## src/twbo_pkg.sv

```systemverilog
/*
  three-wire bus ownership: shared constants, state and decode types.
  assumes a single 125 MHz bus clock domain.
*/
package twbo_pkg;
  localparam int unsigned CLK_PERIOD_NS = 8;
  localparam int unsigned ADDR_W        = 28;
  localparam int unsigned N_CS          = 8;
  localparam int unsigned N_WE          = 4;
  localparam int unsigned N_RAS         = 2;
  localparam int unsigned N_CAS         = 4;
  localparam int unsigned WS_W          = 4;
  localparam int unsigned HI_ADDR_LSB   = 24;
  localparam logic [3:0]  HI_ADDR_ZERO  = 4'h0;
  localparam logic [WS_W-1:0] WS_RESET  = 4'h0;

  // gray coded along reset -> em -> implicit -> explicit
  typedef enum logic [1:0] {
    TWBO_RESET    = 2'b00,
    TWBO_EM_OWN   = 2'b01,
    TWBO_IMPLICIT = 2'b11,
    TWBO_EXPLICIT = 2'b10
  } twbo_state_e;

  typedef enum logic [1:0] {
    TWBO_SPACE_NONE = 2'b00,
    TWBO_SPACE_CS   = 2'b01,
    TWBO_SPACE_DRAM = 2'b10,
    TWBO_SPACE_DEF  = 2'b11
  } twbo_space_e;
endpackage

```

## src/twbo_sync.sv

```systemverilog
/*
  three-flop pin synchroniser with agreement filter.
  assumes asynchronous input; output changes when stages two and three agree.
*/
`timescale 1ns/10ps
`default_nettype none
module twbo_sync #(
  parameter int unsigned W     = 1,
  parameter logic [W-1:0] INIT = '0
) (
  input  wire logic         i_clk,
  input  wire logic         i_rst,
  input  wire logic         i_ce,
  input  wire logic [W-1:0] i_d,
  output var  logic [W-1:0] o_q
);
  logic [W-1:0] s1_q;
  logic [W-1:0] s2_q;
  logic [W-1:0] s3_q;

  always_ff @(posedge i_clk) begin
    if (i_rst) begin
      s1_q <= INIT;
      s2_q <= INIT;
      s3_q <= INIT;
      o_q  <= INIT;
    end else if (i_ce) begin
      s1_q <= i_d;
      s2_q <= s1_q;
      s3_q <= s2_q;
      for (int k = 0; k < W; k++) begin
        if (s2_q[k] == s3_q[k]) begin
          o_q[k] <= s2_q[k];
        end
      end
    end
  end
endmodule
`default_nettype wire

```

## src/twbo_arbiter.sv

```systemverilog
/*
  bus ownership state machine plus external-master transfer snooping.
  assumes grant and transfer-start pins synchronised here; internal request, lock and memory decode
  hits come from logic on the same clock.
*/
`timescale 1ns/10ps
`default_nettype none
// Contract
// - any state enters reset while reset input or watchdog reset asserted
// - leaving reset: grant gives implicit, no grant gives external-master
// - implicit: undriven; request or lock gives explicit; no grant gives em
// - em state: grant with lock or request gives explicit, else implicit
// - explicit drives bus and bus-driven; other states drive nothing
// - explicit held while grant stays asserted
// - grant gone, lock clear: finish cycle then em; idle goes immediately
// - lock set keeps explicit ownership after grant removed
// - releasing bus negates bus-driven and floats address, data, control
// - end of cycle is any termination; split transfers count as one
// - bus request output registers internal request while grant, driven negated
// - em state may still assert chip selects, strobes, ack and request
// - transfer may begin the cycle after grant asserted
// - capture address, direction, size on edge transfer start sampled
// - upper four address bits read zero when pins are not address
// - transfer type, access type and mask attribute bits ignored
// - edge after capture starts chip select, write enables, optional ack
// - no address drive for chip-select or default memory transfers
// - dram hit asserts strobes, dram write, ack; address if drive bit
// - default memory: ack after programmed wait states if auto-ack set
module twbo_arbiter #(
  parameter int unsigned ADDR_W = twbo_pkg::ADDR_W,
  parameter int unsigned WS_W   = twbo_pkg::WS_W
) (
  input  wire logic                          i_clk,
  input  wire logic                          i_rst,
  input  wire logic                          i_ce,
  input  wire logic                          i_watchdog_rst,
  input  wire logic                          i_bus_grant_in_n,
  input  wire logic                          i_internal_bus_request,
  input  wire logic                          i_bus_lock_bit,
  input  wire logic                          i_xfer_in_progress,
  input  wire logic                          i_end_of_cycle,
  input  wire logic                          i_transfer_start_n,
  input  wire logic [ADDR_W-1:0]             i_addr,
  input  wire logic                          i_rd_wr_n,
  input  wire logic [1:0]                    i_transfer_size,
  input  wire logic                          i_hi_addr_is_addr,
  input  wire logic                          i_cs_hit,
  input  wire logic [twbo_pkg::N_CS-1:0]     i_cs_sel,
  input  wire logic                          i_cs_dir_ok,
  input  wire logic                          i_cs_auto_ack,
  input  wire logic                          i_dram_hit,
  input  wire logic [twbo_pkg::N_RAS-1:0]    i_dram_bank,
  input  wire logic                          i_dram_dir_ok,
  input  wire logic                          i_dram_address_drive_bit,
  input  wire logic                          i_def_auto_ack,
  input  wire logic [WS_W-1:0]               i_wait_state_count,
  output var  logic [1:0]                    o_state,
  output var  logic                          o_bus_driven_out_n,
  output var  logic                          o_bus_oe_n,
  output var  logic                          o_bus_request_out_n,
  output var  logic [ADDR_W-1:0]             o_cap_addr,
  output var  logic                          o_cap_rd_wr_n,
  output var  logic [1:0]                    o_cap_size,
  output var  logic [twbo_pkg::N_CS-1:0]     o_cs_n,
  output var  logic [twbo_pkg::N_WE-1:0]     o_we_n,
  output var  logic [twbo_pkg::N_RAS-1:0]    o_ras_n,
  output var  logic [twbo_pkg::N_CAS-1:0]    o_cas_n,
  output var  logic                          o_dram_write_n,
  output var  logic                          o_dram_addr_oe_n,
  output var  logic                          o_transfer_ack_n,
  output var  logic                          o_transfer_ack_oe_n
);
  import twbo_pkg::*;

  // ------------------------------------------------------------
  // pin synchronisers
  // ------------------------------------------------------------
  logic grant_n_s;
  logic ts_n_s;

  twbo_sync #(.W(2), .INIT(2'h3)) u_sync (
    .i_clk (i_clk),
    .i_rst (i_rst),
    .i_ce  (i_ce),
    .i_d   ({i_bus_grant_in_n, i_transfer_start_n}),
    .o_q   ({grant_n_s, ts_n_s})
  );

  logic grant;
  assign grant = ~grant_n_s;

  // ------------------------------------------------------------
  // arbitration state
  // ------------------------------------------------------------
  twbo_state_e state_q;
  twbo_state_e state_d;

  always_comb begin
    state_d = state_q;
    case (state_q)
      TWBO_RESET: begin
        state_d = grant ? TWBO_IMPLICIT : TWBO_EM_OWN;
      end
      TWBO_IMPLICIT: begin
        if (!grant) begin
          state_d = TWBO_EM_OWN;
        end else if (i_bus_lock_bit || i_internal_bus_request) begin
          state_d = TWBO_EXPLICIT;
        end
      end
      TWBO_EXPLICIT: begin
        // grant or lock keeps ownership
        if (!grant && !i_bus_lock_bit) begin
          // leave idle at once or at end of the whole cycle
          if (!i_xfer_in_progress || i_end_of_cycle) begin
            state_d = TWBO_EM_OWN;
          end
        end
      end
      TWBO_EM_OWN: begin
        if (grant) begin
          state_d = (i_bus_lock_bit || i_internal_bus_request) ? TWBO_EXPLICIT
                                                                : TWBO_IMPLICIT;
        end
      end
      default: state_d = TWBO_RESET;
    endcase
  end

  always_ff @(posedge i_clk) begin
    if (i_rst) begin
      state_q <= TWBO_RESET;
    end else if (i_ce) begin
      if (i_watchdog_rst) begin
        state_q <= TWBO_RESET;
      end else begin
        state_q <= state_d;
      end
    end
  end

  logic explicit_d;
  assign explicit_d = (state_d == TWBO_EXPLICIT) && !i_watchdog_rst;

  // ------------------------------------------------------------
  // bus drive and request
  // ------------------------------------------------------------
  always_ff @(posedge i_clk) begin
    if (i_rst) begin
      o_state            <= TWBO_RESET;
      o_bus_driven_out_n <= 1'b1;
      o_bus_oe_n         <= 1'b1;
    end else if (i_ce) begin
      o_state            <= i_watchdog_rst ? TWBO_RESET : state_d;
      o_bus_driven_out_n <= ~explicit_d;
      o_bus_oe_n         <= ~explicit_d;
    end
  end

  always_ff @(posedge i_clk) begin
    if (i_rst) begin
      o_bus_request_out_n <= 1'b1;
    end else if (i_ce) begin
      if (grant_n_s && o_bus_driven_out_n) begin
        o_bus_request_out_n <= ~i_internal_bus_request;
      end
    end
  end

  // ------------------------------------------------------------
  // external-master capture and decode
  // ------------------------------------------------------------
  logic        ts_prev_q;
  logic        cap_q;
  logic        em_xfer;
  logic        ts_edge;

  // only snoop while this device is not driving
  assign em_xfer = o_bus_driven_out_n;
  assign ts_edge = !ts_n_s && ts_prev_q && em_xfer;

  always_ff @(posedge i_clk) begin
    if (i_rst) begin
      ts_prev_q     <= 1'b1;
      cap_q         <= 1'b0;
      o_cap_addr    <= '0;
      o_cap_rd_wr_n <= 1'b1;
      o_cap_size    <= 2'h0;
    end else if (i_ce) begin
      ts_prev_q <= ts_n_s;
      cap_q     <= ts_edge;
      if (ts_edge) begin
        // type and attribute inputs not taken
        o_cap_addr    <= i_addr;
        o_cap_rd_wr_n <= i_rd_wr_n;
        o_cap_size    <= i_transfer_size;
        if (!i_hi_addr_is_addr) begin
          o_cap_addr[ADDR_W-1:HI_ADDR_LSB] <= HI_ADDR_ZERO;
        end
      end
    end
  end

  // ------------------------------------------------------------
  // memory control sequence
  // ------------------------------------------------------------
  twbo_space_e space_q;
  logic [WS_W-1:0] ws_q;
  logic            ack_pend_q;

  logic [N_WE-1:0] we_mask;
  always_comb begin
    we_mask = '0;
    case (o_cap_size)
      2'h1:    we_mask[o_cap_addr[1:0]] = 1'b1;
      2'h2:    we_mask = o_cap_addr[1] ? 4'hC : 4'h3;
      default: we_mask = 4'hF;
    endcase
  end

  always_ff @(posedge i_clk) begin
    if (i_rst) begin
      space_q             <= TWBO_SPACE_NONE;
      ws_q                <= WS_RESET;
      ack_pend_q          <= 1'b0;
      o_cs_n              <= '1;
      o_we_n              <= '1;
      o_ras_n             <= '1;
      o_cas_n             <= '1;
      o_dram_write_n      <= 1'b1;
      o_dram_addr_oe_n    <= 1'b1;
      o_transfer_ack_n    <= 1'b1;
      o_transfer_ack_oe_n <= 1'b1;
    end else if (i_ce) begin
      if (cap_q) begin
        // decode on the edge after capture
        ack_pend_q <= 1'b0;
        ws_q       <= i_wait_state_count;
        if (i_cs_hit) begin
          space_q <= i_cs_dir_ok ? TWBO_SPACE_CS : TWBO_SPACE_NONE;
          if (i_cs_dir_ok) begin
            o_cs_n     <= ~i_cs_sel;
            o_we_n     <= o_cap_rd_wr_n ? '1 : ~we_mask;
            ack_pend_q <= i_cs_auto_ack;
          end
        end else if (i_dram_hit) begin
          space_q <= i_dram_dir_ok ? TWBO_SPACE_DRAM : TWBO_SPACE_NONE;
          if (i_dram_dir_ok) begin
            o_ras_n          <= ~i_dram_bank;
            o_cas_n          <= ~we_mask;
            o_dram_write_n   <= o_cap_rd_wr_n;
            o_dram_addr_oe_n <= ~i_dram_address_drive_bit;
            ack_pend_q       <= 1'b1;
          end
        end else begin
          space_q    <= TWBO_SPACE_DEF;
          ack_pend_q <= i_def_auto_ack;
        end
        if (i_cs_hit ? (i_cs_dir_ok && i_cs_auto_ack)
                     : (i_dram_hit ? i_dram_dir_ok : i_def_auto_ack)) begin
          o_transfer_ack_oe_n <= 1'b0;
          o_transfer_ack_n    <= (i_wait_state_count != '0);
        end
      end else if (ack_pend_q) begin
        if (!o_transfer_ack_n) begin
          ack_pend_q       <= 1'b0;
          o_transfer_ack_n <= 1'b1;
          o_cs_n           <= '1;
          o_we_n           <= '1;
          o_ras_n          <= '1;
          o_cas_n          <= '1;
          o_dram_write_n   <= 1'b1;
          o_dram_addr_oe_n <= 1'b1;
          space_q          <= TWBO_SPACE_NONE;
        end else if (ws_q <= 1) begin
          o_transfer_ack_n <= 1'b0;
        end else begin
          ws_q <= ws_q - 1'b1;
        end
      end else begin
        // ack released: negated one cycle, then floated
        o_transfer_ack_oe_n <= o_transfer_ack_n ? 1'b1 : o_transfer_ack_oe_n;
        if (space_q != TWBO_SPACE_NONE && !cap_q) begin
          if (ts_n_s) begin
            o_cs_n           <= '1;
            o_we_n           <= '1;
            o_ras_n          <= '1;
            o_cas_n          <= '1;
            o_dram_write_n   <= 1'b1;
            o_dram_addr_oe_n <= 1'b1;
            space_q          <= TWBO_SPACE_NONE;
          end
        end
      end
    end
  end

  // ------------------------------------------------------------
  // checks
  // ------------------------------------------------------------
  a_wdog_reset: assert property (@(posedge i_clk) disable iff (i_rst)
    (i_ce && i_watchdog_rst) |=> (state_q == TWBO_RESET))
    else $error("watchdog did not force reset state");

  a_reset_exit: assert property (@(posedge i_clk) disable iff (i_rst)
    (i_ce && state_q == TWBO_RESET && !i_watchdog_rst) |=>
      (state_q == ($past(grant) ? TWBO_IMPLICIT : TWBO_EM_OWN)))
    else $error("wrong state after reset");

  a_impl_exit: assert property (@(posedge i_clk) disable iff (i_rst)
    (i_ce && !i_watchdog_rst && state_q == TWBO_IMPLICIT && grant
      && i_internal_bus_request) |=> (state_q == TWBO_EXPLICIT))
    else $error("implicit did not go explicit on request");

  a_em_grant: assert property (@(posedge i_clk) disable iff (i_rst)
    (i_ce && !i_watchdog_rst && state_q == TWBO_EM_OWN && grant
      && !i_bus_lock_bit && !i_internal_bus_request) |=> (state_q == TWBO_IMPLICIT))
    else $error("em with grant did not go implicit");

  a_drive_match: assert property (@(posedge i_clk) disable iff (i_rst)
    (o_bus_driven_out_n == (o_state != TWBO_EXPLICIT)) && (o_bus_oe_n == o_bus_driven_out_n))
    else $error("bus driven does not match state");

  a_hold_grant: assert property (@(posedge i_clk) disable iff (i_rst)
    (i_ce && !i_watchdog_rst && state_q == TWBO_EXPLICIT && grant) |=>
      (state_q == TWBO_EXPLICIT))
    else $error("explicit left while granted");

  a_lock_hold: assert property (@(posedge i_clk) disable iff (i_rst)
    (i_ce && !i_watchdog_rst && state_q == TWBO_EXPLICIT && i_bus_lock_bit) |=>
      (state_q == TWBO_EXPLICIT))
    else $error("explicit left while locked");

  a_release_idle: assert property (@(posedge i_clk) disable iff (i_rst)
    (i_ce && !i_watchdog_rst && state_q == TWBO_EXPLICIT && !grant
      && !i_bus_lock_bit && !i_xfer_in_progress) |=> (state_q == TWBO_EM_OWN))
    else $error("idle release not immediate");

  a_capture: assert property (@(posedge i_clk) disable iff (i_rst)
    (i_ce && ts_edge) |=> (o_cap_size == $past(i_transfer_size)))
    else $error("size not captured");
endmodule
`default_nettype wire

```

## config.mk

```make
export PLATFORM = sky130hd
export DESIGN_NAME = twbo_arbiter
export DESIGN_NICKNAME = d
export VERILOG_FILES = /design/src/twbo_pkg.sv /design/src/twbo_sync.sv /design/src/twbo_arbiter.sv
export SDC_FILE = /design/constraint.sdc
export NUM_CORES = 1
export LEC_CHECK = 0
export ABC_AREA = 1
export ABC_CLOCK_PERIOD_IN_PS = 1800
export BUFFER_PORTS_ARGS = -buffer_cell sky130_fd_sc_hd__clkbuf_2
export CORE_MARGIN = 3
export CORE_UTILIZATION = 38
export DETAILED_ROUTE_END_ITERATION = 6
export HOLD_SLACK_MARGIN = 0.08
export PLACE_DENSITY = 0.64
export SLEW_MARGIN = 30
export SYNTH_ARGS = -nofsm -noshare
export SYNTH_HDL_FRONTEND = slang
export SYNTH_SLANG_ARGS = --single-unit
```

## constraint.sdc

```tcl
create_clock -name i_clk -period 1.8 [get_ports i_clk]
set_input_delay 0.36 -clock i_clk [delete_from_list [all_inputs] [get_ports i_clk]]
set_output_delay 0.36 -clock i_clk [all_outputs]
set_load 0.02 [all_outputs]
```

Word-level counts from Yosys, hierarchy flattened
Index checks and enable logic that the tools add are counted. W data, S select, Z words.

Eq/ne operators: 17. $lt $le $gt $ge: 3. Add/sub/neg operators: 1. Multiplexer cells: 84. Reduce and logical (&&, ||, !) cells: 32. Bitwise gates (word level): 6.

Operators by type and width (number): $mux W4 (18); $mux W8 (7); $mux W2 (23); $mux W1 (33); $ne A2 B2 Y1 const B (7); $reduce_and A4 Y1 (3); $eq A2 B2 Y1 const B (4); $logic_and A1 B1 Y1 (8); $not A8 Y8 (1); $pmux W2 S4 (1); $pmux W4 S2 (1); $reduce_and A2 Y1 (4); $reduce_and A7 Y1 (1); $reduce_and A6 Y1 (1); $reduce_bool A2 Y1 (3); $reduce_bool A3 Y1 (2); $logic_not A1 Y1 (5); $eq A2 B1 Y1 const B (2); $le A4 B1 Y1 const B (1); $not A4 Y4 (1); $reduce_bool A4 Y1 (1); $sub A4 B1 Y4 const B (1); $lt A2 B3 Y1 const B (1); $ne A3 B3 Y1 const B (1); 9 further kinds (13).

Output and inout bits: 58. Input bits: 63. Word-level logic and storage cells: 167. Bits in registers: 74.

Depth between registers and ports, before layout
Gate-level depths: netlist of run 1.

Depth after elaboration: 10. Mapped depth: 9. Depth with buffers taken out: 8.

By module
A second synthesis of run 1 with hierarchy kept.

Cells, all modules: 445. Area, all modules: 3195.6 um^2.

Modules (own cells, without submodules): twbo_arbiter (cells an instance 402, area each 2881.5 um^2, times used 1); twbo_sync (cells an instance 43, area each 314.1 um^2, times used 1).

Least setup slack after synthesis of run 1
OpenSTA, ideal clock, no wires.

Kind: reg-to-reg. From: reg, netlist name o_bus_oe_n. To: reg o_cap_addr[25]. Path slack: 0.468 ns. Arrival time: 1.200 ns. Data required time: 1.668 ns. Setup time: 0.132 ns. Cell stages (with the launch flop): 7. Path through: dfxtp_1 -> nand2_2 -> nor3_4 -> inv_2 -> buf_2 -> nand2_1 -> a21oi_1.

RTL lines: to (signal assigned) (line twbo_arbiter.sv:194) `o_cap_addr <= i_addr;`; to (decl) (line twbo_arbiter.sv:61) `output var logic [ADDR_W-1:0] o_cap_addr,`.

Worst setup path after layout of run 1
From: reg ack_pend_q. To: reg o_we_n[2] in the netlist's numbering.

Cells in the longest elaborated chain, start to end: 2. Elaborated cells on any way between the ends: 6. Those cells by class: eq/ne (1); mux (2); reduce/logical (3).

RTL lines: from (decl) (line twbo_arbiter.sv:209) `logic ack_pend_q;`; from (signal assigned) (line twbo_arbiter.sv:244) `ack_pend_q <= i_cs_auto_ack;`; from (signal assigned) (line twbo_arbiter.sv:257) `ack_pend_q <= i_def_auto_ack;`; $ne A3 B3 Y1 (no line) (tied with other cells); $reduce_and A6 Y1 (no line) / $mux W4 (equally long branches); to (signal assigned) (line twbo_arbiter.sv:243) `o_we_n <= o_cap_rd_wr_n ? '1 : ~we_mask;`; to (decl) (line twbo_arbiter.sv:65) `output var logic [twbo_pkg::N_WE-1:0] o_we_n,`.

Parallel ways exist; a longest one is shown, timed or not. A chain may end at the register's enable or synchronous reset.

==> results.toml, run 1 <==
[final_layout]
fin_nets = 623
area_growth_syn_to_layout_pct = 29.0
fillerInstances = 802
instances_no_fill = 663
layout-drive-gt1-share = 0.278
num_antenna_cells = 0

[sta]
finalHoldViolCount = 0
report.final.setup_viol = 0
period_share = 0.890
fin_skew_ns = 0.0133
period_minus_slack_ns = 1.60
fin_setup_tns_ns = 0
max_freq_ghz = 0.624
relSlewSlack = 0.598
rsz_0062_raised_after_global_routing = "false"
max_slew.worst_pin.slew_ns = 0.603
timing_max_transition_violations_final = 0
hold_ws_ns = 0.235

[logic_synthesis]
post_synthesis_average_cell_area_um2 = 7.20
synth_cells = 436
synth.yosys.warnings = 0
register_area_share_after_synthesis = 0.472
mappedNetlistArea_um2 = 3140
mappedNetlistNets = 503
yosys_register_bits = 74
yosys.cell_types.count = 25

[place]
hpwlAfterDp_um = 5910
dp_cells = 647
port_buffers = 120
finalWeightedCongestion = 0.769

[power]
power.leakage_nw = 1.98
ir_worst_vdd_uv = 479
pwr_density_cell_nw_per_um2 = 867
total_power_mw = 3.51

[critical_path]
crit_path_top_delay_cell = "sky130_fd_sc_hd__nand3_1"
critical_path_required_ns = 2.01
critical_path.endpoint_type = "flip-flop"
crit_path_cell_trace = "inv_1, nand2_2, inv_1, nand2_1, nand3_1, nand2_1, nand3_1"
worstPathMaxFanout = 12
critical-path-max-stage-delay_ns = 0.44
critical_path_class = "flip-flop to flip-flop"
worstSetupStartpointType = "flip-flop"
cp.arrival_ns = 1.82

[route]
remaining_drc_errors = 0
postRouteWirelength_um = 8170
route.vias.total = 3170
detailedRoute.firstIterationViolations = 123
detail_route.wl_per_cell_um = 12.3
detail-route-antenna-nets = 0
drt_first_pass_iters = 4
viasPerCell = 4.78

[floorplanning]
initial_utilization = 0.398
y_dimension_of_the_die_um = 96.9
fp.dieW_um = 96.9
placementRows = 32
die_area_um2 = 9390
coreArea_um2 = 7890
design.portCount = 121

[clock_network]
cts_tree = "built"
cts_buffers = 9
clock_sink_count = 74
cts.root.buffer_cell = "sky130_fd_sc_hd__clkbuf_8"
resized_after_cts = 0
cts-htree-levels = 3
worst_skew_pair.late_latency_ns = 0.34
number_of_buffers_inserted_to_repair_setup_after_cts = 0
clkTransAtPathRegs_ns = 0.08
ctsHoldBuffers = 0
cts_buffer_depth = 2

[outcome]
run_status = "completed"

[grt]
globalRoute.totalOverflow = 0
antenna_found_initial = 0
grt_pass1_vias = 3036
grt_start_max_net_pins = 37
groute.usage.overall = 0.172
grt_pass1_wl_um = 13700

[min_path]
holdCritPathClass = "primary input to flip-flop"

[run]
drv.max_cap_violation_count = 0
==> placed cells by master, fill, tap and decap left out <==
cell                         count
sky130_fd_sc_hd__inv_1          28
sky130_fd_sc_hd__clkinv_2        1
sky130_fd_sc_hd__o211ai_1        4
sky130_fd_sc_hd__nand3_1        55
sky130_fd_sc_hd__a21oi_4         1
sky130_fd_sc_hd__bufinv_16       1
sky130_fd_sc_hd__clkinvlp_4      2
sky130_fd_sc_hd__o311ai_0        1
sky130_fd_sc_hd__nand2_1       104
sky130_fd_sc_hd__nand4_1         9
sky130_fd_sc_hd__buf_4          11
sky130_fd_sc_hd__xnor2_1         1
sky130_fd_sc_hd__clkbuf_8       11
sky130_fd_sc_hd__and2_1          1
sky130_fd_sc_hd__a21oi_1        19
sky130_fd_sc_hd__nand3_4         1
sky130_fd_sc_hd__dfxtp_1        74
sky130_fd_sc_hd__ha_1            4
sky130_fd_sc_hd__or2_2           2
sky130_fd_sc_hd__clkbuf_1        1
sky130_fd_sc_hd__o21ai_0        40
sky130_fd_sc_hd__nand2_2         2
sky130_fd_sc_hd__nor2_1         63
sky130_fd_sc_hd__clkbuf_2      120
sky130_fd_sc_hd__nor3_4          1
sky130_fd_sc_hd__inv_2           3
sky130_fd_sc_hd__clkinv_1        1
==> cells by family (layout without fill, tap and decap cells) <==
family	Yosys count	in the layout	synth area share
DFF	74	74	0.472
AOI/OAI and AO/OA	65	65	0.112
xor gates and xnor gates	1	1	0.00279
buffers and inverters	54	179	0.0717
and+or+nand+nor	238	238	0.326
adders and majority gates	4	4	0.0159
==> report_power, final <==
| group | internal (mW) | leakage [nW] | switching, mW |
|---|---|---|---|
| Clock | 0.715 | 0.0986 | 0.603 |
| Combinational | 0.172 | 1.28 | 0.274 |
| Sequential | 1.71 | 0.603 | 0.0413 |
| Total | 2.59 | 1.98 | 0.918 |
==> worst max-delay path, delay by kind of cell, from the launching register on <==
kind | cells | cell delay (ns)
simple gates | 5 | 0.97
flops | 1 | 0.39
buf+inv | 2 | 0.12
==> final timing paths <==
path | from | to | slack [ns] | depth (start not counted)
max reg2reg | ack_pend_q$_SDFFE_PP0P_ | o_we_n[2]$_SDFFE_PP1P_ | 0.20 | 7
min | i_addr[13] | o_cap_addr[13]$_SDFFE_PP0P_ | 0.24 | 3
min reg2reg | o_cs_n[6]$_SDFFE_PP1P_ | o_cs_n[6]$_SDFFE_PP1P_ | 0.46 | 2
max | ack_pend_q$_SDFFE_PP0P_ | o_we_n[2]$_SDFFE_PP1P_ | 0.20 | 7
==> synthesized netlist by cell type (all sizes together) <==
| master | instances | area, um2 |
|---|---|---|
| a21oi | 20 | 111 |
| and2 | 1 | 6.26 |
| buf | 12 | 66.3 |
| clkbuf | 10 | 38.8 |
| clkinv | 1 | 3.75 |
| dfxtp | 74 | 1480 |
| ha | 4 | 50.1 |
| inv | 31 | 116 |
| nand2 | 106 | 403 |
| nand3 | 56 | 293 |
| nand4 | 9 | 56.3 |
| nor2 | 63 | 236 |
| nor3 | 1 | 16.3 |
| o211ai | 4 | 30.0 |
| o21ai | 40 | 200 |
| o311ai | 1 | 8.76 |
| or2 | 2 | 12.5 |
| xnor2 | 1 | 8.76 |
==> layer usage <==
metal	vias to the layer above	part of all wire	track usage
met2	105	0.43	0.271
li1	1653	-	-
met4	0	0.0095	0.0421
met3	7	0.088	0.0793
met5	-	0	0
met1	1405	0.47	0.214
==> stage by stage <==
step,setup slack [ns],cell area (um2),utilization
final,0.198,4050,0.513
after global routing,0.0503,4050,0.513
after CTS,0.209,4050,0.513
after detailed placement,0.193,3840,0.487
after global placement,0.281,3840,0.487
after floorplan,0.468,3140,-
==> sequential cells by signal, summed over array words and instances (netlist names), 4 cells and up <==
| name | cells |
|---|---|
| o_cs_n | 8 |
| o_we_n | 4 |
| ws_q | 4 |
| o_cap_addr | 28 |
| o_cas_n | 4 |
==> area by class of cell <==
cell class                      instances  area [um2]  share of cell area
Tap cell                              102         128              0.0315
Clock inverter                          4        50.0              0.0124
Clock buffer                           12         155              0.0383
Sequential cell                        74        1480               0.366
Inverter                               32         120              0.0297
Timing Repair Buffer                  131         683               0.169
Multi-Input combinational cell        308        1430               0.354
Power figures use the tool's default switching activity.
==> inputs of run 2 (changes only) <==
--- a/config.mk
+++ b/config.mk
@@ -9,11 +9,13 @@
 export ABC_CLOCK_PERIOD_IN_PS = 1800
 export BUFFER_PORTS_ARGS = -buffer_cell sky130_fd_sc_hd__clkbuf_2
 export CORE_MARGIN = 3
-export CORE_UTILIZATION = 38
+export CORE_UTILIZATION = 32
 export DETAILED_ROUTE_END_ITERATION = 6
 export HOLD_SLACK_MARGIN = 0.08
-export PLACE_DENSITY = 0.64
+export MAX_ROUTING_LAYER = met4
+export PLACE_DENSITY = 0.55
 export SLEW_MARGIN = 30
 export SYNTH_ARGS = -nofsm -noshare
 export SYNTH_HDL_FRONTEND = slang
+export SYNTH_HIERARCHICAL = 1
 export SYNTH_SLANG_ARGS = --single-unit
==> run 2 against run 1 <==
Synthesized area is 1.8% higher. Power down 0.35%. Hold slack got worse by 0.016 ns. Die area is 20% higher. Critical path type unchanged. Largest cell class unchanged.
==> results.toml, run 2 <==
[sta]
max_freq_ghz = 0.673
report.final.setup_viol = 0
fin_skew_ns = 0.0109
timing_max_transition_violations_final = 0
max_slew.worst_pin.slew_ns = 0.321
period_minus_slack_ns = 1.49
rsz_0062_raised_after_global_routing = "false"
relSlewSlack = 0.783
period_share = 0.826
fin_setup_tns_ns = 0
finalHoldViolCount = 0

[critical_path]
critical_path.reg2reg.startpoint = "cap_q$_SDFFE_PP0P_"
cp.arrival_ns = 1.71
worstPathMaxFanout = 11
r2r-end = "o_cas_n[2]$_SDFFE_PP1P_"
worst_r2r_path_depth = 9
path_common_cell = "sky130_fd_sc_hd__nand2_1"
critical-path-max-stage-delay_ns = 0.32
worstSetupStartpointType = "flip-flop"
timing.critical_path.max_delay_family = "buffers and inverters"
critical_path.endpoint_type = "flip-flop"
critical_path_required_ns = 2.02
critical_path_class = "flip-flop to flip-flop"
crit_path_top_delay_cell = "sky130_fd_sc_hd__dfxtp_1"
cp.buffers_inverters = 4
r2r_setup_slack_ns = 0.31
crit_path_cell_trace = "inv_2, nand2_1, inv_1, nand2_1, buf_4, nand3_4, clkinv_2, nand2_1, nand3_1"
path_depth = 9

[final_layout]
sequential_cell_area_um2 = 1480
largest_register_ffs = 28
most_common_cell_after_layout_fill_and_taps_aside = "sky130_fd_sc_hd__clkbuf_2"
num_antenna_cells = 0
layout.cells.most_common_list = "sky130_fd_sc_hd__clkbuf_2 (120), sky130_fd_sc_hd__nand2_1 (112), sky130_fd_sc_hd__dfxtp_1 (74)"
layout-drive-gt1-share = 0.279
most_flop_heavy_register = "o_cap_addr"
fillerInstances = 1040
fin_nets = 631
fin_area_um2 = 4140
layout_top_registers = "o_cap_addr x28, o_cs_n x8"
multi_input_comb_area_um2 = 1440
area_growth_syn_to_layout_pct = 29.4

[logic_synthesis]
synth_top_cell_by_area = "sky130_fd_sc_hd__dfxtp_1"
yosysTopAreaCellShare = 0.464
register_area_share_after_synthesis = 0.464
yosys_register_bits = 74
synthFlopType = "sky130_fd_sc_hd__dfxtp_1"
synth.yosys.warnings = 6
mappedNetlistNets = 512
yosys.cell_types.count = 26
synth.area.top_cells = "sky130_fd_sc_hd__dfxtp_1 (46%), sky130_fd_sc_hd__nand2_1 (13%), sky130_fd_sc_hd__nand3_1 (8.1%)"
synth_cells = 445
mappedNetlistArea_um2 = 3200
post_synthesis_average_cell_area_um2 = 7.18
number_of_enable_flip_flop_cells_after_synthesis = 0
yosys.cell_count.top_type = "sky130_fd_sc_hd__nand2_1"
async_flop_share = 0
post_synth_most_frequent_cells = "sky130_fd_sc_hd__nand2_1 (112), sky130_fd_sc_hd__dfxtp_1 (74), sky130_fd_sc_hd__nor2_1 (61)"

[clock_network]
cts_buffer_depth = 2
cts_buffers = 9
ctsHoldBuffers = 0
clock_sink_count = 74
cts.root.buffer_cell = "sky130_fd_sc_hd__clkbuf_8"
cts-htree-levels = 3
clkTransAtPathRegs_ns = 0.08
worst_skew_pair.late_latency_ns = 0.34
resized_after_cts = 0
cts_tree = "built"
number_of_buffers_inserted_to_repair_setup_after_cts = 0

[route]
route.vias.total = 3152
viasPerCell = 4.52
drt_first_pass_iters = 4
detailedRoute.firstIterationViolations = 138
postRouteWirelength_um = 8420
remaining_drc_errors = 0
detail-route-antenna-nets = 0
detail_route.wl_per_cell_um = 12.1

[place]
placed_cell_area_um2 = 3930
port_buffers = 120
hpwlAfterDp_um = 6360
finalWeightedCongestion = 0.844

[grt]
groute.usage.overall = 0.158
grt_pass1_wl_um = 14000
grt_pass1_vias = 3010
antenna_found_initial = 0
grt_start_max_net_pins = 57
globalRoute.totalOverflow = 0

[floorplanning]
initial_utilization = 0.338
placementRows = 35
y_dimension_of_the_die_um = 106
design.portCount = 121
die_area_um2 = 11200
coreArea_um2 = 9460
fp.dieW_um = 106

[min_path]
holdCritPathClass = "primary input to flip-flop"
hold-path-cell-count = 3
hold_path_startpoint = "i_rd_wr_n"
hold-path-endpoint = "o_cap_rd_wr_n$_SDFFE_PP1P_"

[power]
pwr_density_cell_nw_per_um2 = 846
power.leakage_nw = 2.00
ir_worst_vdd_uv = 395

[run]
drv.max_cap_violation_count = 0

[outcome]
run_status = "completed"
[run 2: cell types whose count changed in the layout (fill, tap and decap cells not counted), sizes merged, moves of 2 or more]
cell	before	now
nand2	106	113
inv	31	37
clkinv	2	4
nand3	56	54
[run 2: per-stage QoR]
step | utilization | power, mW | setup WS (ns) | cells | hold slack [ns]
4_1_cts | 0.437 | 3.56 | 0.297 | 698 | 0.208
6_report | 0.437 | 3.50 | 0.314 | 698 | 0.220
2_1_floorplan | - | 2.05 | 0.493 | 445 | 0.425
3_5_place_dp | 0.416 | 2.23 | 0.246 | 682 | 0.441
3_3_place_gp | 0.416 | 2.23 | 0.326 | 682 | 0.434
5_1_grt | 0.437 | 3.69 | 0.143 | 698 | 0.219
[run 2: layer usage]
layer | part of all wire | vias to the layer above | global-route usage
met1 | 0.47 | 1382 | 0.191
met3 | 0.061 | 11 | 0.0461
met4 | 0.017 | 0 | 0.0472
met2 | 0.46 | 90 | 0.257
met5 | 0 | - | -
li1 | - | 1669 | -
[run 2: how the worst max path moves through the flow]
stage | start | endpoint
global route | cap_q$_SDFFE_PP0P_ | o_cas_n[3]$_SDFFE_PP1P_
global placement | i_ce | o_dram_addr_oe_n$_SDFFE_PP1P_
detailed placement | i_ce | o_cas_n[2]$_SDFFE_PP1P_
floorplan | i_ce | o_we_n[1]$_SDFFE_PP1P_
CTS | cap_q$_SDFFE_PP0P_ | o_cas_n[2]$_SDFFE_PP1P_
finish | cap_q$_SDFFE_PP0P_ | o_cas_n[2]$_SDFFE_PP1P_
[run 2: area by class of cell]
cell class | count | share of cell area
sequential | 74 | 0.358
multi-input combinational | 310 | 0.348
timing repair buffer | 131 | 0.171
tap | 129 | 0.0390
clock buffer | 11 | 0.0366
inverter | 38 | 0.0348
clock inverter | 5 | 0.0127
[run 2: cell families (layout without fill, tap and decap cells)]
logic type,count (synthesis),after routing,share of synthesized area
flops,74,74,0.464
compound gates,66,66,0.113
fa+ha+maj,4,4,0.0157
buf+inv,61,185,0.0865
simple gates,239,239,0.319
xor+xnor,1,1,0.00274
[run 2: tightest hold or removal path: stages]
cell                       delay (ns)
sky130_fd_sc_hd__clkbuf_2        0.07
sky130_fd_sc_hd__nand2_1         0.04
sky130_fd_sc_hd__nand3_1         0.05
[run 2: report_power, final]
part	switching [mW]	internal [mW]	total [mW]
Clock	0.600	0.709	1.31
Sequential	0.0390	1.70	1.74
Combinational	0.274	0.174	0.448
==> inputs of run 3 (changes only) <==
--- a/config.mk
+++ b/config.mk
@@ -6,7 +6,7 @@
 export NUM_CORES = 1
 export LEC_CHECK = 0
 export ABC_AREA = 1
-export ABC_CLOCK_PERIOD_IN_PS = 1800
+export ABC_CLOCK_PERIOD_IN_PS = 1450
 export BUFFER_PORTS_ARGS = -buffer_cell sky130_fd_sc_hd__clkbuf_2
 export CORE_MARGIN = 3
 export CORE_UTILIZATION = 32
==> constraint.sdc (replaced) <==
create_clock -name i_clk -period 1.45 [get_ports i_clk]
set_input_delay 0.29 -clock i_clk [delete_from_list [all_inputs] [get_ports i_clk]]
set_output_delay 0.29 -clock i_clk [all_outputs]
set_load 0.02 [all_outputs]
==> run 3 against run 2 <==
Routed wire length up 1.9%. Sequential share of layout area down 0.66 points. Sequential power up 24%. Combinational power up 26%. Sequential cell count unchanged. Clock power up 52%. Hold slack worse by 0.068 ns. Fmax up 13%. Highest routed layer unchanged. Final cell count up 0.14%. Largest power group unchanged.
==> results.toml, run 3 (synthesis gave the netlist of run 2 again) <==
[sta]
fin_skew_ns = 0.0124
period_minus_slack_ns = 1.32
finalHoldViolCount = 0
relSlewSlack = 0.726
setup_ws_ns = 0.131
max_freq_ghz = 0.758
period_share = 0.910
rsz_0062_raised_after_global_routing = "false"
max_slew.worst_pin.slew_ns = 0.408
timing_max_transition_violations_final = 0
report.final.setup_viol = 0
fin_setup_tns_ns = 0

[route]
remaining_drc_errors = 0
detailedRoute.firstIterationViolations = 120
detail-route-antenna-nets = 0
detail_route.wl_per_cell_um = 12.3
route.vias.total = 3200
drt_first_pass_iters = 4
postRouteWirelength_um = 8580
viasPerCell = 4.58

[grt]
groute.usage.overall = 0.159
globalRoute.totalOverflow = 0
grt_pass1_vias = 2983
grt_start_max_net_pins = 57
grt_pass1_wl_um = 14100
antenna_found_initial = 0

[critical_path]
cp.arrival_ns = 1.54
critical_path.endpoint_type = "flip-flop"
critical_path_class = "flip-flop to flip-flop"
worstSetupStartpointType = "flip-flop"
critical_path_required_ns = 1.67
worstPathMaxFanout = 12

[place]
finalWeightedCongestion = 0.748
detailedPlace.worstSlack_ns = 0.0225
port_buffers = 120
hpwlAfterDp_um = 6340

[final_layout]
largest_register_ffs = 28
num_antenna_cells = 0
fillerInstances = 1033
layout-drive-gt1-share = 0.293
layout.cells.most_common_list = "sky130_fd_sc_hd__clkbuf_2 (120), sky130_fd_sc_hd__nand2_1 (111), sky130_fd_sc_hd__dfxtp_1 (72)"
most_common_cell_after_layout_fill_and_taps_aside = "sky130_fd_sc_hd__clkbuf_2"
fin_nets = 632
layout_top_registers = "o_cap_addr x28, o_cs_n x8"
most_flop_heavy_register = "o_cap_addr"
area_growth_syn_to_layout_pct = 32.1

[floorplanning]
placementRows = 35
die_area_um2 = 11200
fp.dieW_um = 106
coreArea_um2 = 9460
initial_utilization = 0.338
y_dimension_of_the_die_um = 106
design.portCount = 121

[clock_network]
clkTransAtPathRegs_ns = 0.07
cts.root.buffer_cell = "sky130_fd_sc_hd__clkbuf_8"
number_of_buffers_inserted_to_repair_setup_after_cts = 0
cts_buffer_depth = 2
resized_after_cts = 0
cts-htree-levels = 3
ctsHoldBuffers = 0
cts_buffers = 9
cts_tree = "built"
clock_sink_count = 74
worst_skew_pair.late_latency_ns = 0.35

[outcome]
run_status = "completed"

[power]
total_power_mw = 4.72
power.leakage_nw = 2.02
power.share.switching = 0.253
share_clk_of_total_power = 0.422
total_switching_power_mw = 1.19
intPower_mw = 3.53
ir_worst_vdd_uv = 523
pwr_density_cell_nw_per_um2 = 1120
comb_power_share = 0.120
fraction_of_power_consumed_by_sequential_logic = 0.459

[run]
drv.max_cap_violation_count = 0

[min_path]
holdCritPathClass = "primary input to flip-flop"
==> run 3: cell types whose count changed in the layout (fill, tap and decap cells not counted), moves of 2 or more <==
cell / before / now
sky130_fd_sc_hd__bufinv_16: 1 / 3
sky130_fd_sc_hd__clkinv_2: 4 / 1
sky130_fd_sc_hd__dfxtp_1: 74 / 72
sky130_fd_sc_hd__dfxtp_2: 0 / 2
==> run 3: stage by stage <==
| step | area [um2] | hold slack [ns] | utilization | std cells |
|---|---|---|---|---|
| finish | 4220 | 0.152 | 0.446 | 699 |
| global route | 4220 | 0.153 | 0.446 | 699 |
| CTS | 4180 | 0.142 | 0.442 | 698 |
| detailed placement | 3930 | 0.442 | 0.416 | 682 |
| global placement | 3930 | 0.434 | 0.416 | 682 |
| floorplan | 3200 | 0.390 | - | 445 |
==> run 3: final timing paths <==
| check | start | to | slack [ns] | cells after the start |
|---|---|---|---|---|
| setup / recovery | cap_q$_SDFFE_PP0P_ | o_we_n[2]$_SDFFE_PP1P_ | 0.13 | 5 |
| hold reg to reg | u_sync/s3_q[0]$_SDFFE_PP1P_ | u_sync/s3_q[0]$_SDFFE_PP1P_ | 0.45 | 2 |
| setup reg to reg | cap_q$_SDFFE_PP0P_ | o_we_n[2]$_SDFFE_PP1P_ | 0.13 | 5 |
| hold / removal | i_rd_wr_n | o_cap_rd_wr_n$_SDFFE_PP1P_ | 0.15 | 3 |
==> run 3: power groups by stage <==
stage                     Combinational, mW  Clock (mW)  Sequential [mW]
after floorplan                       0.269           0             2.28
after global placement                0.551           0             2.21
after detailed placement              0.562           0             2.21
after CTS                             0.564        2.04             2.16
after global routing                  0.632        2.15             2.18
final                                 0.565        1.99             2.16
==> run 3: critical path: stages, from the launching register on <==
cell and delay (ns):
sky130_fd_sc_hd__dfxtp_1 0.39, sky130_fd_sc_hd__inv_4 0.09, sky130_fd_sc_hd__a31oi_4 0.30, sky130_fd_sc_hd__nand3_4 0.22, sky130_fd_sc_hd__nand2_1 0.12, sky130_fd_sc_hd__nand3_1 0.08
==> run 3: routing by layer <==
metal | wire length (um) | track usage | up-vias
met1 | 3850 | 0.191 | 1413
met4 | 153 | 0.0574 | 0
met2 | 4020 | 0.261 | 94
met3 | 554 | 0.0389 | 12
li1 | - | - | 1681
met5 | 0 | - | -
==> run 3: layout make-up <==
cell class | instances | area [um2] | share of cell area
Sequential cell | 74 | 1480 | 0.352
Multi-Input combinational cell | 311 | 1470 | 0.347
Tap cell | 129 | 161 | 0.0382
Clock inverter | 6 | 114 | 0.0270
Clock buffer | 10 | 138 | 0.0326
Timing Repair Buffer | 131 | 712 | 0.169
Inverter | 38 | 146 | 0.0347
